$ cat src/hw/pmp_regs.svh
`ifndef PMP_REGS_SVH
`define PMP_REGS_SVH

// address and page widths
`define PMP_ADDR_W    23
`define PMP_PAGE_W    9
`define PMP_PAGE_LSB  15
// data bus width codes
`define PMP_BW_8      2'h0
`define PMP_BW_16     2'h1
`define PMP_BW_4      2'h2
`define PMP_MASK_4    16'h000f
`define PMP_MASK_8    16'h00ff
`define PMP_MASK_16   16'hffff
// strobe mode codes, one bit per chip select
`define PMP_STB_SPLIT 1'h0
`define PMP_STB_RWEN  1'h1
// slave buffer
`define PMP_SLV_DEPTH 4
// reset values
`define PMP_CNT_RST   4'h0
`define PMP_DATA_RST  16'h0000
`define PMP_ADDR_RST  23'h000000
`define PMP_BYTE_RST  8'h00
`define PMP_PTR_RST   2'h0

`endif

$ cat src/hw/pmp_pkg.sv
package pmp_pkg;

    // master cycle sequencer, one-hot
    typedef enum logic [3:0]
    {
        st_idle = 4'h1,
        st_addr = 4'h2,
        st_data = 4'h4,
        st_done = 4'h8
    } pmp_state_t;

    typedef logic [7:0] pmp_byte_t;

endpackage

$ cat src/hw/pmp_top.sv
`timescale 1ns/1ns
`include "pmp_regs.svh"
// Notes on behaviour
// - 4/16-bit bus master only, 8-bit both roles
// - each chip select owns one window region
// - window load/store becomes external read/write
// - graphics controller may drive port as master
// - config bit swaps four pin pairs
// - twenty-three address outputs
// - two chip selects, each with acknowledge
// - split strobes or direction plus enable
// - address waits, per-select data waits
// - control polarity per chip select
// - legacy and four-entry auto-indexed slave port
module pmp_top
(
    // clock and reset
    input  wire logic                    clk_in,
    input  wire logic                    rstn_in,
    // configuration
    input  wire logic                    master_mode_in,
    input  wire logic [1:0]              bus_width_in,
    input  wire logic                    mux_mode_in,
    input  wire logic                    alt_pin_map_select_in,
    input  wire logic                    alt_master_en_in,
    input  wire logic [1:0]              addr_wait_in,
    input  wire logic [1:0]              cs_en_in,
    input  wire logic [8:0]              cs1_base_in,
    input  wire logic [8:0]              cs1_mask_in,
    input  wire logic [8:0]              cs2_base_in,
    input  wire logic [8:0]              cs2_mask_in,
    input  wire logic [3:0]              cs1_data_wait_in,
    input  wire logic [3:0]              cs2_data_wait_in,
    input  wire logic [1:0]              strobe_mode_in,
    input  wire logic [1:0]              polarity_in,
    input  wire logic [1:0]              ack_en_in,
    // processor access to the window
    input  wire logic                    cpu_req_in,
    input  wire logic                    cpu_we_in,
    input  wire logic [23:0]             cpu_addr_in,
    input  wire logic [15:0]             cpu_wdata_in,
    output logic                         cpu_hit_out,
    output logic                         cpu_stall_out,
    output logic                         cpu_done_out,
    // graphics alternate master
    input  wire logic                    gfx_req_in,
    input  wire logic                    gfx_we_in,
    input  wire logic [23:0]             gfx_addr_in,
    input  wire logic [15:0]             gfx_wdata_in,
    output logic                         gfx_stall_out,
    output logic                         gfx_done_out,
    // read data for either requester
    output logic [15:0]                  rd_data_out,
    // slave port
    input  wire logic                    slv_enhanced_in,
    input  wire logic                    slv_addr_mode_in,
    input  wire logic                    slv_cs_in,
    input  wire logic                    slv_rd_in,
    input  wire logic                    slv_wr_in,
    input  wire logic [1:0]              slv_addr_in,
    input  wire logic                    buf_load_in,
    input  wire logic [1:0]              buf_load_idx_in,
    input  wire logic [7:0]              buf_load_data_in,
    output logic [31:0]                  buf_rx_out,
    output logic                         slv_rx_out,
    output logic [1:0]                   slv_ptr_out,
    // external bus pins
    output logic [23:0]                  pad_map_out,
    output logic                         cs1_pin_out,
    output logic                         strobe_rd_out,
    output logic                         strobe_wr_out,
    output logic                         ale_out,
    output logic [15:0]                  data_out,
    output logic                         data_oe_out,
    input  wire logic [15:0]             data_in,
    input  wire logic [1:0]              ack_in
);

    function automatic logic region_hit(input logic [23:0] addr, input logic [8:0] base,
                                        input logic [8:0] mask, input logic en);
        region_hit = en & ((addr[23:`PMP_PAGE_LSB] & mask) == (base & mask));
    endfunction

    function automatic logic [15:0] width_mask(input logic [1:0] bw, input logic master);
        if (!master)
            width_mask = `PMP_MASK_8;
        else if (bw == `PMP_BW_16)
            width_mask = `PMP_MASK_16;
        else if (bw == `PMP_BW_4)
            width_mask = `PMP_MASK_4;
        else
            width_mask = `PMP_MASK_8;
    endfunction

    function automatic logic [23:0] swap_pins(input logic [23:0] lg);
        logic [23:0] p;
        p     = lg;
        p[23] = lg[22];
        p[22] = lg[23];
        p[5]  = lg[18];
        p[18] = lg[5];
        p[4]  = lg[20];
        p[20] = lg[4];
        p[3]  = lg[21];
        p[21] = lg[3];
        swap_pins = p;
    endfunction

    // reset release
    logic                      rst_meta_ff;
    logic                      rst_sync_ff;
    wire                       rstn = rst_sync_ff;

    always_ff @(posedge clk_in or negedge rstn_in)
    begin
        if (!rstn_in)
        begin
            rst_meta_ff <= 1'b0;
            rst_sync_ff <= 1'b0;
        end
        else
        begin
            rst_meta_ff <= 1'b1;
            rst_sync_ff <= rst_meta_ff;
        end
    end

    // master state
    pmp_pkg::pmp_state_t       state_ff;
    pmp_pkg::pmp_state_t       nxt_state;
    logic [3:0]                cnt_ff;
    logic [3:0]                nxt_cnt;
    logic                      sel_ff;
    logic                      nxt_sel;
    logic                      we_ff;
    logic                      nxt_we;
    logic                      src_ff;
    logic                      nxt_src;
    logic [`PMP_ADDR_W-1:0]    addr_ff;
    logic [`PMP_ADDR_W-1:0]    nxt_addr;
    logic [15:0]               wdata_ff;
    logic [15:0]               nxt_wdata;
    logic [15:0]               data_ff;
    logic [15:0]               nxt_data;
    logic [15:0]               rdata_ff;
    logic [15:0]               nxt_rdata;

    // slave state
    pmp_pkg::pmp_byte_t        tx_buf_ff [`PMP_SLV_DEPTH];
    pmp_pkg::pmp_byte_t        rx_buf_ff [`PMP_SLV_DEPTH];
    logic [1:0]                ptr_ff;
    logic                      slv_prev_ff;
    logic                      slv_rx_ff;

    // request selection and window decode
    wire                       gfx_sel  = alt_master_en_in & gfx_req_in;
    wire        [23:0]         req_addr = gfx_sel ? gfx_addr_in : cpu_addr_in;
    wire                       req_we   = gfx_sel ? gfx_we_in : cpu_we_in;
    wire        [15:0]         req_wd   = gfx_sel ? gfx_wdata_in : cpu_wdata_in;
    wire                       hit1     = region_hit(req_addr, cs1_base_in, cs1_mask_in, cs_en_in[0]);
    wire                       hit2     = region_hit(req_addr, cs2_base_in, cs2_mask_in, cs_en_in[1]);
    wire                       req_any  = gfx_sel | cpu_req_in;
    wire                       go       = master_mode_in & req_any & (hit1 | hit2)
                                          & (state_ff == pmp_pkg::st_idle);
    wire        [15:0]         bw_mask  = width_mask(bus_width_in, master_mode_in);
    wire        [3:0]          dwait    = sel_ff ? cs2_data_wait_in : cs1_data_wait_in;
    wire                       ack_ok   = !ack_en_in[sel_ff] | ack_in[sel_ff];
    wire                       done     = (state_ff == pmp_pkg::st_done);
    wire        [1:0]          slv_idx  = !slv_enhanced_in ? `PMP_PTR_RST
                                          : (slv_addr_mode_in ? slv_addr_in : ptr_ff);

    // sequencer
    always_comb
    begin
        nxt_state = state_ff;
        nxt_cnt   = cnt_ff;
        nxt_sel   = sel_ff;
        nxt_we    = we_ff;
        nxt_src   = src_ff;
        nxt_addr  = addr_ff;
        nxt_wdata = wdata_ff;
        nxt_data  = data_ff;
        nxt_rdata = rdata_ff;
        case (state_ff)
            pmp_pkg::st_idle:
            begin
                if (go)
                begin
                    nxt_sel   = !hit1;
                    nxt_we    = req_we;
                    nxt_src   = gfx_sel;
                    nxt_addr  = req_addr[`PMP_ADDR_W-1:0];
                    nxt_wdata = req_wd & bw_mask;
                    nxt_cnt   = {2'h0, addr_wait_in};
                    nxt_data  = mux_mode_in ? req_addr[15:0] : (req_wd & bw_mask);
                    nxt_state = pmp_pkg::st_addr;
                end
            end
            pmp_pkg::st_addr:
            begin
                if (cnt_ff == `PMP_CNT_RST)
                begin
                    nxt_cnt   = dwait;
                    nxt_data  = wdata_ff;
                    nxt_state = pmp_pkg::st_data;
                end
                else
                    nxt_cnt = cnt_ff - 4'h1;
            end
            pmp_pkg::st_data:
            begin
                if (cnt_ff != `PMP_CNT_RST)
                    nxt_cnt = cnt_ff - 4'h1;
                else if (ack_ok)
                begin
                    if (!we_ff)
                        nxt_rdata = data_in & bw_mask;
                    nxt_state = pmp_pkg::st_done;
                end
            end
            pmp_pkg::st_done:
                nxt_state = pmp_pkg::st_idle;
            default:
                nxt_state = pmp_pkg::st_idle;
        endcase
        if (!master_mode_in)
            nxt_data = {8'h00, tx_buf_ff[slv_idx]};
    end

    always_ff @(posedge clk_in or negedge rstn)
    begin
        if (!rstn)
        begin
            state_ff <= pmp_pkg::st_idle;
            cnt_ff   <= `PMP_CNT_RST;
            sel_ff   <= 1'b0;
            we_ff    <= 1'b0;
            src_ff   <= 1'b0;
            addr_ff  <= `PMP_ADDR_RST;
            wdata_ff <= `PMP_DATA_RST;
            data_ff  <= `PMP_DATA_RST;
            rdata_ff <= `PMP_DATA_RST;
        end
        else
        begin
            state_ff <= nxt_state;
            cnt_ff   <= nxt_cnt;
            sel_ff   <= nxt_sel;
            we_ff    <= nxt_we;
            src_ff   <= nxt_src;
            addr_ff  <= nxt_addr;
            wdata_ff <= nxt_wdata;
            data_ff  <= nxt_data;
            rdata_ff <= nxt_rdata;
        end
    end

    // requester handshake
    wire                       cpu_hit = region_hit(cpu_addr_in, cs1_base_in, cs1_mask_in, cs_en_in[0])
                                       | region_hit(cpu_addr_in, cs2_base_in, cs2_mask_in, cs_en_in[1]);
    wire                       gfx_hit = region_hit(gfx_addr_in, cs1_base_in, cs1_mask_in, cs_en_in[0])
                                       | region_hit(gfx_addr_in, cs2_base_in, cs2_mask_in, cs_en_in[1]);

    assign cpu_hit_out   = cpu_hit;
    assign cpu_done_out  = done & !src_ff;
    assign gfx_done_out  = done & src_ff;
    assign cpu_stall_out = master_mode_in & cpu_req_in & cpu_hit & !cpu_done_out;
    assign gfx_stall_out = master_mode_in & alt_master_en_in & gfx_req_in & gfx_hit
                           & !gfx_done_out;
    assign rd_data_out   = rdata_ff;

    // control pins, levels before polarity
    wire                       in_cycle = master_mode_in
                                          & ((state_ff == pmp_pkg::st_addr) | (state_ff == pmp_pkg::st_data));
    wire                       in_data  = master_mode_in & (state_ff == pmp_pkg::st_data);
    wire                       in_adr   = master_mode_in & (state_ff == pmp_pkg::st_addr);
    wire                       rwen     = strobe_mode_in[sel_ff] == `PMP_STB_RWEN;
    wire                       stb_a    = rwen ? (in_cycle & !we_ff) : (in_data & !we_ff);
    wire                       stb_b    = rwen ? in_data : (in_data & we_ff);
    wire                       inv      = !polarity_in[sel_ff];
    wire                       cs1_act  = in_cycle & !sel_ff;
    wire                       cs2_act  = in_cycle & sel_ff;

    assign cs1_pin_out   = cs1_act ^ !polarity_in[0];
    assign strobe_rd_out = stb_a ^ inv;
    assign strobe_wr_out = stb_b ^ inv;
    assign ale_out       = (in_adr & mux_mode_in) ^ inv;
    wire        [23:0]     lg_pins  = {cs2_act ^ !polarity_in[1], addr_ff};
    assign pad_map_out   = alt_pin_map_select_in ? swap_pins(lg_pins) : lg_pins;
    assign data_out      = data_ff;

    // slave port, 8-bit only
    wire                       slv_on   = !master_mode_in;
    wire                       slv_stb  = slv_cs_in & (slv_rd_in | slv_wr_in);
    wire                       slv_edge = slv_on & slv_stb & !slv_prev_ff;

    assign data_oe_out = slv_on ? (slv_cs_in & slv_rd_in)
                                : ((in_adr & mux_mode_in) | (in_data & we_ff));

    always_ff @(posedge clk_in or negedge rstn)
    begin
        if (!rstn)
        begin
            ptr_ff      <= `PMP_PTR_RST;
            slv_prev_ff <= 1'b0;
            slv_rx_ff   <= 1'b0;
        end
        else
        begin
            slv_prev_ff <= slv_stb;
            slv_rx_ff   <= slv_edge & slv_wr_in;
            if (slv_edge & slv_enhanced_in)
                ptr_ff <= slv_idx + 2'h1;
        end
    end

    always_ff @(posedge clk_in or negedge rstn)
    begin
        if (!rstn)
        begin
            for (int i = 0; i < `PMP_SLV_DEPTH; i++)
            begin
                tx_buf_ff[i] <= `PMP_BYTE_RST;
                rx_buf_ff[i] <= `PMP_BYTE_RST;
            end
        end
        else
        begin
            if (buf_load_in)
                tx_buf_ff[buf_load_idx_in] <= buf_load_data_in;
            if (slv_edge & slv_wr_in)
                rx_buf_ff[slv_idx] <= data_in[7:0];
        end
    end

    assign buf_rx_out  = {rx_buf_ff[3], rx_buf_ff[2], rx_buf_ff[1], rx_buf_ff[0]};
    assign slv_rx_out  = slv_rx_ff;
    assign slv_ptr_out = ptr_ff;

endmodule

$ cat config.mk
export PLATFORM = sky130hd
export DESIGN_NAME = pmp_top
export DESIGN_NICKNAME = d
export VERILOG_FILES = /design/src/hw/pmp_pkg.sv /design/src/hw/pmp_top.sv
export VERILOG_INCLUDE_DIRS = /design/src /design/src/hw
export SDC_FILE = /design/constraint.sdc
export NUM_CORES = 1
export LEC_CHECK = 0
export BUFFER_PORTS_ARGS = -buffer_cell sky130_fd_sc_hd__buf_2
export CAP_MARGIN = 15
export CORE_MARGIN = 2
export CORE_UTILIZATION = 51
export DETAILED_ROUTE_END_ITERATION = 10
export PLACE_DENSITY = 0.81
export SKIP_LAST_GASP = 1
export SLEW_MARGIN = 20
export SYNTH_ARGS = -nofsm -noshare
export SYNTH_HDL_FRONTEND = slang
export SYNTH_SLANG_ARGS = --single-unit
$ cat constraint.sdc
create_clock -name clk_in -period 6.56 [get_ports clk_in]
set_input_delay 0.656 -clock clk_in [delete_from_list [all_inputs] [get_ports clk_in]]
set_output_delay 0.656 -clock clk_in [all_outputs]
set_load 0.02 [all_outputs]
==> results of run 1 <==
[cell usage in the layout (no fill, tap or decap), types with 19 or more instances in the layout]
cell | synthesis | routed
buf_2 | 8 | 282
nand2_1 | 186 | 186
dfrtp_1 | 151 | 150
mux2_2 | 81 | 81
nand3_1 | 45 | 45
nor2_1 | 44 | 43
o21ai_0 | 43 | 43
mux2i_1 | 40 | 40
xor2_1 | 38 | 38
a21oi_1 | 19 | 19
[worst reg2reg max path: cells and delay by family, from the launching register on]
| family | cells | cell delay [ns] |
|---|---|---|
| AND/OR/NAND/NOR | 2 | 1.93 |
| flip-flops | 1 | 0.50 |
| AO/OA/AOI/OAI | 4 | 0.98 |
[final cells by class]
type / instances / area [um^2] / share of cell area
clock buffer: 19 / 433 / 0.0412
inverter: 8 / 30.0 / 0.00286
multi-input combinational: 654 / 4350 / 0.414
sequential: 152 / 3810 / 0.363
clock inverter: 13 / 145 / 0.0138
timing repair buffer: 288 / 1460 / 0.139
tap: 220 / 275 / 0.0262
[metal layers]
metal  up-vias  GRT usage  routed length [um]
li1       3545          -                   -
met1      3706      0.371               10300
met2       352      0.469               12000
met3        55     0.0487                1730
met4         0      0.108                 783
met5         -          0                   0
[worst min-delay path by stage]
stage	end	slack [ns]	from
2_1_floorplan	rst_sync_ff	0.33	rst_meta_ff
3_3_place_gp	tx_buf_ff[15]	0.32	rst_sync_ff
3_5_place_dp	tx_buf_ff[15]	0.34	rst_sync_ff
4_1_cts	wdata_ff[7]	0.34	rst_sync_ff
5_1_grt	wdata_ff[7]	0.36	rst_sync_ff
6_report	wdata_ff[7]	0.31	rst_sync_ff
[kinds of logic (layout without fill, tap and decap cells)]
| logic type | count (synthesis) | in the layout | synth area share |
|---|---|---|---|
| AO/OA/AOI/OAI | 151 | 151 | 0.121 |
| buffers and inverters | 66 | 328 | 0.0393 |
| multiplexers | 125 | 125 | 0.163 |
| AND/OR/NAND/NOR | 320 | 320 | 0.165 |
| flip-flops | 152 | 152 | 0.449 |
| XOR/XNOR | 51 | 51 | 0.0527 |
| other | 1 | 1 | 0.000443 |
| adder cells (fa/ha/maj) | 6 | 6 | 0.00886 |
[registers in the layout, indices dropped and copies added, names as in the netlist]
name,cells
src_ff,1
slv_ptr_out,2
rst_meta_ff,1
sel_ff,1
rd_data_out,16
slv_rx_out,1
wdata_ff,16
addr_ff,23
slv_prev_ff,1
we_ff,1
buf_rx_out,32
rst_sync_ff,1
data_out,16
tx_buf_ff,32
state_ff,4
cnt_ff,4
[power by group]
group / internal, mW / switching, mW / leakage, nW / total, mW
logic: 0.379 / 0.531 / 3.05 / 0.911
registers: 1.16 / 0.164 / 1.93 / 1.32
clock network: 0.565 / 0.403 / 0.280 / 0.968
total: 2.10 / 1.10 / 5.26 / 3.20
[per-stage QoR]
step	util	hold WS (ns)	setup slack, ns	area, um^2	power [mW]
after floorplan	-	0.331	2.01	8470	1.94
after global placement	0.604	0.322	2.70	9910	2.21
after detailed placement	0.604	0.337	2.53	9910	2.24
after CTS	0.640	0.335	2.69	10500	3.21
after global routing	0.640	0.358	2.44	10500	3.36
final	0.640	0.309	2.74	10500	3.20
==> results.toml, run 1 <==
[setup_path]
cp_max_fo = 22
reg2reg_to = "cnt_ff[1]"
slowest_stage = "nand3b_1"
cp.arrival_ns = 3.17
r2r.worst_path.cells = 6
required_ns = 5.90
reg2reg_from = "state_ff[3]"
critPathMaxStageDelay_ns = 0.67
path_class = "flip-flop to output pin"
cp_top_family = "simple AND/OR/NAND/NOR gates"
path_buf_inv = 1
r2r_slack_ns = 3.09
setup.worst_path.end_class = "output pin"
worstSetupStartpointType = "flip-flop"
crit_cells = 7
endpoint = "pad_map_out[23]"
cp-startpoint = "state_ff[2]"
path_cells = "nor2_1, nand3b_1, nand2_1, nand3_1, xor2_1, mux2_2, buf_2"

[yosys]
synth-warning-count = 0
synth.most_common_cell = "nand2_1"
synth_area_um2 = 8470
avgSynthCellArea_um2 = 9.71
syn_nets = 1060
ys_async_sr_fraction = 1.00
ys_top_cells_by_count = "186 x nand2_1, 151 x dfrtp_1, 81 x mux2_2, 45 x nand3_1, 44 x nor2_1"
ys_seq_elements = 152
synth_flop_cell = "dfrtp_1"
synth.distinct_cells = 62
synth_area_leaders = "dfrtp_1 45%, mux2_2 11%, nand2_1 8.2%"
synth_top_area_cell = "dfrtp_1"
ys_seq_area_frac = 0.449
synth_edf_count = 0
netlist_instances = 872
synth_top_area_share = 0.446

[routing]
dr.pass1.iters = 7
drtIter0Drc = 548
routed_via_density = 5.66
via_count = 7658
detail-route-antenna-nets = 0
drt_wl_total_mm = 24.9
wl_per_cell_um = 18.4
remaining_drc_errors = 0

[global_routing]
grtUsageTotal = 0.282
grt_pass1_vias = 7608
gr-total-overflow = 0
grt_first_pass_wirelength_mm = 39.7
antenna_found_initial = 0
grt_max_degree = 62

[floorplan]
start_util = 0.516
std_cell_rows = 47
io_pins = 283
die_w_um = 133
dieHeight_um = 133
die_area_um2 = 17700
core_area_um2 = 16400

[clock_tree]
cts.path.max_buffers = 2
cts-root-buf = "clkbuf_16"
clock_sink_count = 152
cts_resized = 0
clock_latency_ns = 0.42
cts_tree = "yes"
clk_pin_slew_worst_paths_ns = 0.06
cts-buffers-inserted = 17
cts-htree-levels = 4
postCtsSetupBuffers = 0
hold_buffers = 1

[placed_design]
gp_congestion = 0.981
dpl.cell_count = 1321
dp.final_hpwl_mm = 18.2
io_buffers = 282

[layout]
fin_cells = 1354
syn_to_final_growth_pct = 24.0
nNetsFinal = 1309
drive_gt1_frac = 0.369
n_antenna_cell = 0
num-fill-cells = 1335

[sta]
rsz0062_at_grt = "no"
fmaxAchievable_mhz = 262
fin_crit_sh = 0.583
setup_viol = 0
finClkSkew_ns = 0.00932
maxSlewHeadroom = 0.235
fin_crit_ns = 3.82
tightest_slew_ns = 1.14
drv_slew = 0
hold_viol_final = 0
finalSetupTns_ns = 0

[outcome]
status = "finished, final reports clean"

[pwr]
power.density_nw_per_um2 = 304
leakagePower_nw = 5.26
peakVddDrop_v = 0.000245

[job]
drv_cap = 0

[min_path]
hold_path.class = "flip-flop to async pin"
No activity file was read; power rests on OpenSTA's default activity.
==> run 2, diff against run 1 <==
- CORE_UTILIZATION: 51 -> 46
- PLACE_DENSITY: 0.81 -> 0.77
- clock period: 6.56 -> 3.4 ns (I/O delays scaled with it)
==> run 2 against run 1 <==
  * Non-clock buffer count increased by 16
  * Register-to-register slack got worse by 1.9 ns
  * Sequential power increased by 92%
  * Critical path depth decreased by 1
  * Final cell count increased by 1.9%
  * Clock power increased by 100%
  * Global-route usage decreased by 2.8 points
  * Cell area increased by 1.6%
  * Critical path type unchanged
  * Via count decreased by 2.2%
  * Critical endpoint is now pad_map_out[22]
==> results.toml, run 2 (synthesis results as in run 1) <==
[outcome]
status = "finished, final reports clean"

[setup_path]
required_ns = 3.06
critPathMaxStageDelay_ns = 0.73
cp_top_family = "simple AND/OR/NAND/NOR gates"
slowest_stage = "or4b_2"
path_cells = "or4b_2, nand2_1, nand3_1, xor2_1, mux2_2, buf_2"
cp_max_fo = 11
cp.arrival_ns = 2.60
worstSetupStartpointType = "flip-flop"
setup.worst_path.end_class = "output pin"
path_class = "flip-flop to output pin"
path_buf_inv = 1

[clock_tree]
clk_pin_slew_worst_paths_ns = 0.06
clock_sink_count = 152
clock_latency_ns = 0.42
cts-buffers-inserted = 17
postCtsSetupBuffers = 0
cts.path.max_buffers = 2
hold_buffers = 1
cts-root-buf = "clkbuf_16"
cts_resized = 0
cts-htree-levels = 4
cts_tree = "yes"

[pwr]
power.density_nw_per_um2 = 587
peakVddDrop_v = 0.000356
power_mw = 6.26
leakagePower_nw = 5.36

[global_routing]
grt_pass1_vias = 7465
gr-total-overflow = 0
grt_max_degree = 61
antenna_found_initial = 2
grt_first_pass_wirelength_mm = 39.4
grtUsageTotal = 0.254

[floorplan]
core_area_um2 = 18000
dieHeight_um = 140
std_cell_rows = 49
die_area_um2 = 19500
die_w_um = 140
io_pins = 283
start_util = 0.470

[placed_design]
dp.final_hpwl_mm = 18.3
post_dp_cell_area_um2 = 10000
io_buffers = 282
gp_congestion = 0.908

[layout]
syn_to_final_growth_pct = 26.0
post-route-cell-area_um2 = 10700
layout_commonest_cell = "buf_2"
nNetsFinal = 1325
layout_common_cells = "282 x buf_2, 186 x nand2_1, 150 x dfrtp_1"
drive_gt1_frac = 0.375

[sta]
maxSlewHeadroom = 0.503
fin_crit_sh = 0.866
fin_crit_ns = 2.94
rsz0062_at_grt = "no"
drv_slew = 0
hold_viol_final = 0
fmaxAchievable_mhz = 340
tightest_slew_ns = 0.746
finalSetupTns_ns = 0
finClkSkew_ns = 0.0143
setup_viol = 0

[routing]
dr.pass1.iters = 5
wl_per_cell_um = 17.6
detail-route-antenna-nets = 0
via_count = 7490
drt_wl_total_mm = 24.3
remaining_drc_errors = 0
routed_via_density = 5.43
drtIter0Drc = 535

[job]
drv_cap = 0

[min_path]
hold_path.class = "primary input to flip-flop"
## run 2: stage by stage
step,worst slack [ns],hold WS [ns],instances,util
global route,0.388,0.144,1379,0.592
detailed placement,0.225,0.128,1346,0.558
floorplan,0.881,0.0444,872,-
global placement,0.296,0.127,1346,0.558
CTS,0.456,0.131,1378,0.592
finish,0.457,0.152,1380,0.592
## run 2: path summary, 6_finish.rpt
path | start | endpoint | slack (ns) | cells after the start
max in group asynchronous | rst_sync_ff | state_ff[0] | 2.00 | 1
hold reg to reg | rst_meta_ff | rst_sync_ff | 0.35 | 0
min in group asynchronous | rstn_in | rst_sync_ff | 0.22 | 2
setup reg to reg | slv_ptr_out[1] | buf_rx_out[27] | 1.17 | 7
setup / recovery | state_ff[1] | pad_map_out[22] | 0.46 | 6
hold / removal | data_in[10] | rd_data_out[10] | 0.15 | 3
## run 2: metal layers
metal	share of wire	track usage
met3	0.072	0.0609
met2	0.48	0.413
met5	0	0
met4	0.019	0.0784
met1	0.43	0.338
## run 2: final cells by class
class	instances	area, um^2
clock inverters	7	118
repair buffers	304	1590
well taps	229	287
fillers	1555	7350
multi-input cells	654	4340
flip-flops and latches	152	3810
diodes	2	5.00
clock buffers	24	492
inverters	8	30.0
## run 2: tightest hold or removal path: stages
cell     delay [ns]
buf_2          0.07
nand3_1        0.05
nand2_1        0.07
## run 2: where the power goes
group	internal [mW]	switching [mW]	leakage (nW)
registers	2.23	0.299	1.93
clock network	1.23	0.722	0.300
logic	0.748	1.03	3.13
==> run 3, diff against run 2 <==
- HOLD_SLACK_MARGIN: not set -> 0.06
- PLACE_DENSITY: 0.77 -> 0.75
- SLEW_MARGIN: 20 -> not set
==> run 3 against run 2 <==
  * Clock power shrank 9.7%
  * Fmax grew 0.36%
  * Clock-buffer cell count shrank 3
  * Critical endpoint unchanged
  * Largest power group unchanged
==> results.toml, run 3 (synthesis results as in run 1) <==
[outcome]
status = "finished, final reports clean"

[sta]
hold_viol_final = 0
tightest_slew_ns = 0.745
setup_viol = 0
finClkSkew_ns = 0.0104
maxSlewHeadroom = 0.502
fin_crit_sh = 0.863
fin_crit_ns = 2.93
finalSetupTns_ns = 0
drv_slew = 0
holdWs_ns = 0.149
rsz0062_at_grt = "no"
fmaxAchievable_mhz = 341

[setup_path]
required_ns = 3.06
setup.worst_path.end_class = "output pin"
slowest_stage = "or4b_2"
worstSetupStartpointType = "flip-flop"
critPathMaxStageDelay_ns = 0.72
cp_max_fo = 11
path_buf_inv = 1
path_class = "flip-flop to output pin"
path_cells = "or4b_2, nand2_1, nand3_1, xor2_1, mux2_2, buf_2"
cp.arrival_ns = 2.59
cp_top_family = "simple AND/OR/NAND/NOR gates"
r2r_slack_ns = 1.23

[routing]
via_count = 7439
routed_via_density = 5.40
drtIter0Drc = 396
dr.pass1.iters = 5
remaining_drc_errors = 0
wl_per_cell_um = 17.6
detail-route-antenna-nets = 0
drt_wl_total_mm = 24.2

[layout]
syn_to_final_growth_pct = 25.0
post-route-cell-area_um2 = 10600
final_util = 0.587
layout_common_cells = "282 x buf_2, 186 x nand2_1, 150 x dfrtp_1"
nNetsFinal = 1322
drive_gt1_frac = 0.374
layout_commonest_cell = "buf_2"

[clock_tree]
cts-htree-levels = 4
cts-root-buf = "clkbuf_16"
hold_buffers = 1
clock_latency_ns = 0.42
cts-buffers-inserted = 17
cts.path.max_buffers = 2
postCtsSetupBuffers = 0
cts_tree = "yes"
clock_sink_count = 152
clk_pin_slew_worst_paths_ns = 0.06
cts_resized = 0

[global_routing]
gr-total-overflow = 0
grt_first_pass_wirelength_mm = 38.5
antenna_found_initial = 2
grtUsageTotal = 0.248
grt_max_degree = 110
grt_pass1_vias = 7264

[placed_design]
gp_congestion = 0.913
dp.final_hpwl_mm = 17.9
post_dp_cell_area_um2 = 10000
io_buffers = 282

[floorplan]
std_cell_rows = 49
dieHeight_um = 140
die_area_um2 = 19500
die_w_um = 140
start_util = 0.470
core_area_um2 = 18000
io_pins = 283

[pwr]
peakVddDrop_v = 0.000343
power.density_nw_per_um2 = 571
power_mw = 6.05
leakagePower_nw = 5.30

[min_path]
hold_path.class = "primary input to flip-flop"

[job]
drv_cap = 0
run 3: changes by cell type in the layout (fill, tap and decap cells not counted):
cell / previous run / this run
buf_6: 0 / 1
clkinv_4: 2 / 3
bufinv_16: 3 / 0
buf_4: 20 / 16
clkinvlp_4: 0 / 3
clkbuf_8: 4 / 1
inv_6: 0 / 3
clkinv_2: 2 / 1
inv_8: 0 / 1
run 3: area by class of cell:
class	count	area, um^2
antenna	2	5.00
tap	229	287
fill	1615	7440
timing repair buffer	301	1570
clock inverter	11	91.3
multi-input combinational	654	4340
sequential	152	3810
clock buffer	21	450
inverter	8	30.0
run 3: per-layer routing:
| layer | GRT usage | routed length, um |
|---|---|---|
| met1 | 0.335 | 10500 |
| met2 | 0.408 | 11900 |
| met3 | 0.0506 | 1540 |
| met4 | 0.0695 | 312 |
| met5 | 0 | 0 |
run 3: worst reg2reg max path, cell delays in order, from the launching register on:
cell and delay (ns):
dfrtp_1 0.40, mux2_2 0.26, nand2_1 0.06, buf_4 0.23, clkinv_1 0.16, ha_1 0.22
nand2_1 0.32, mux2_2 0.39
run 3: worst paths after layout:
check / cells after the start / to / start
worst min register to register: 0 / tx_buf_ff[9] / rst_sync_ff
worst min-delay path: 3 / rd_data_out[15] / data_in[15]
min in group asynchronous: 2 / rst_sync_ff / rstn_in
max in group asynchronous: 1 / addr_ff[0] / rst_sync_ff
worst max-delay path: 6 / pad_map_out[22] / state_ff[1]
worst max register to register: 7 / buf_rx_out[17] / slv_ptr_out[1]
run 3: report_power, final:
part           total (mW)  internal [mW]  switching (mW)  leakage [nW]
Sequential           2.52           2.23           0.292          1.93
Clock                1.76          0.967           0.790         0.257
Combinational        1.77          0.743            1.03          3.12
run 3: stage by stage:
| step | worst slack, ns | instances |
|---|---|---|
| 2_1_floorplan | 0.881 | 872 |
| 6_report | 0.467 | 1378 |
| 3_5_place_dp | 0.225 | 1343 |
| 3_3_place_gp | 0.294 | 1342 |
| 5_1_grt | 0.318 | 1378 |
| 4_1_cts | 0.446 | 1376 |
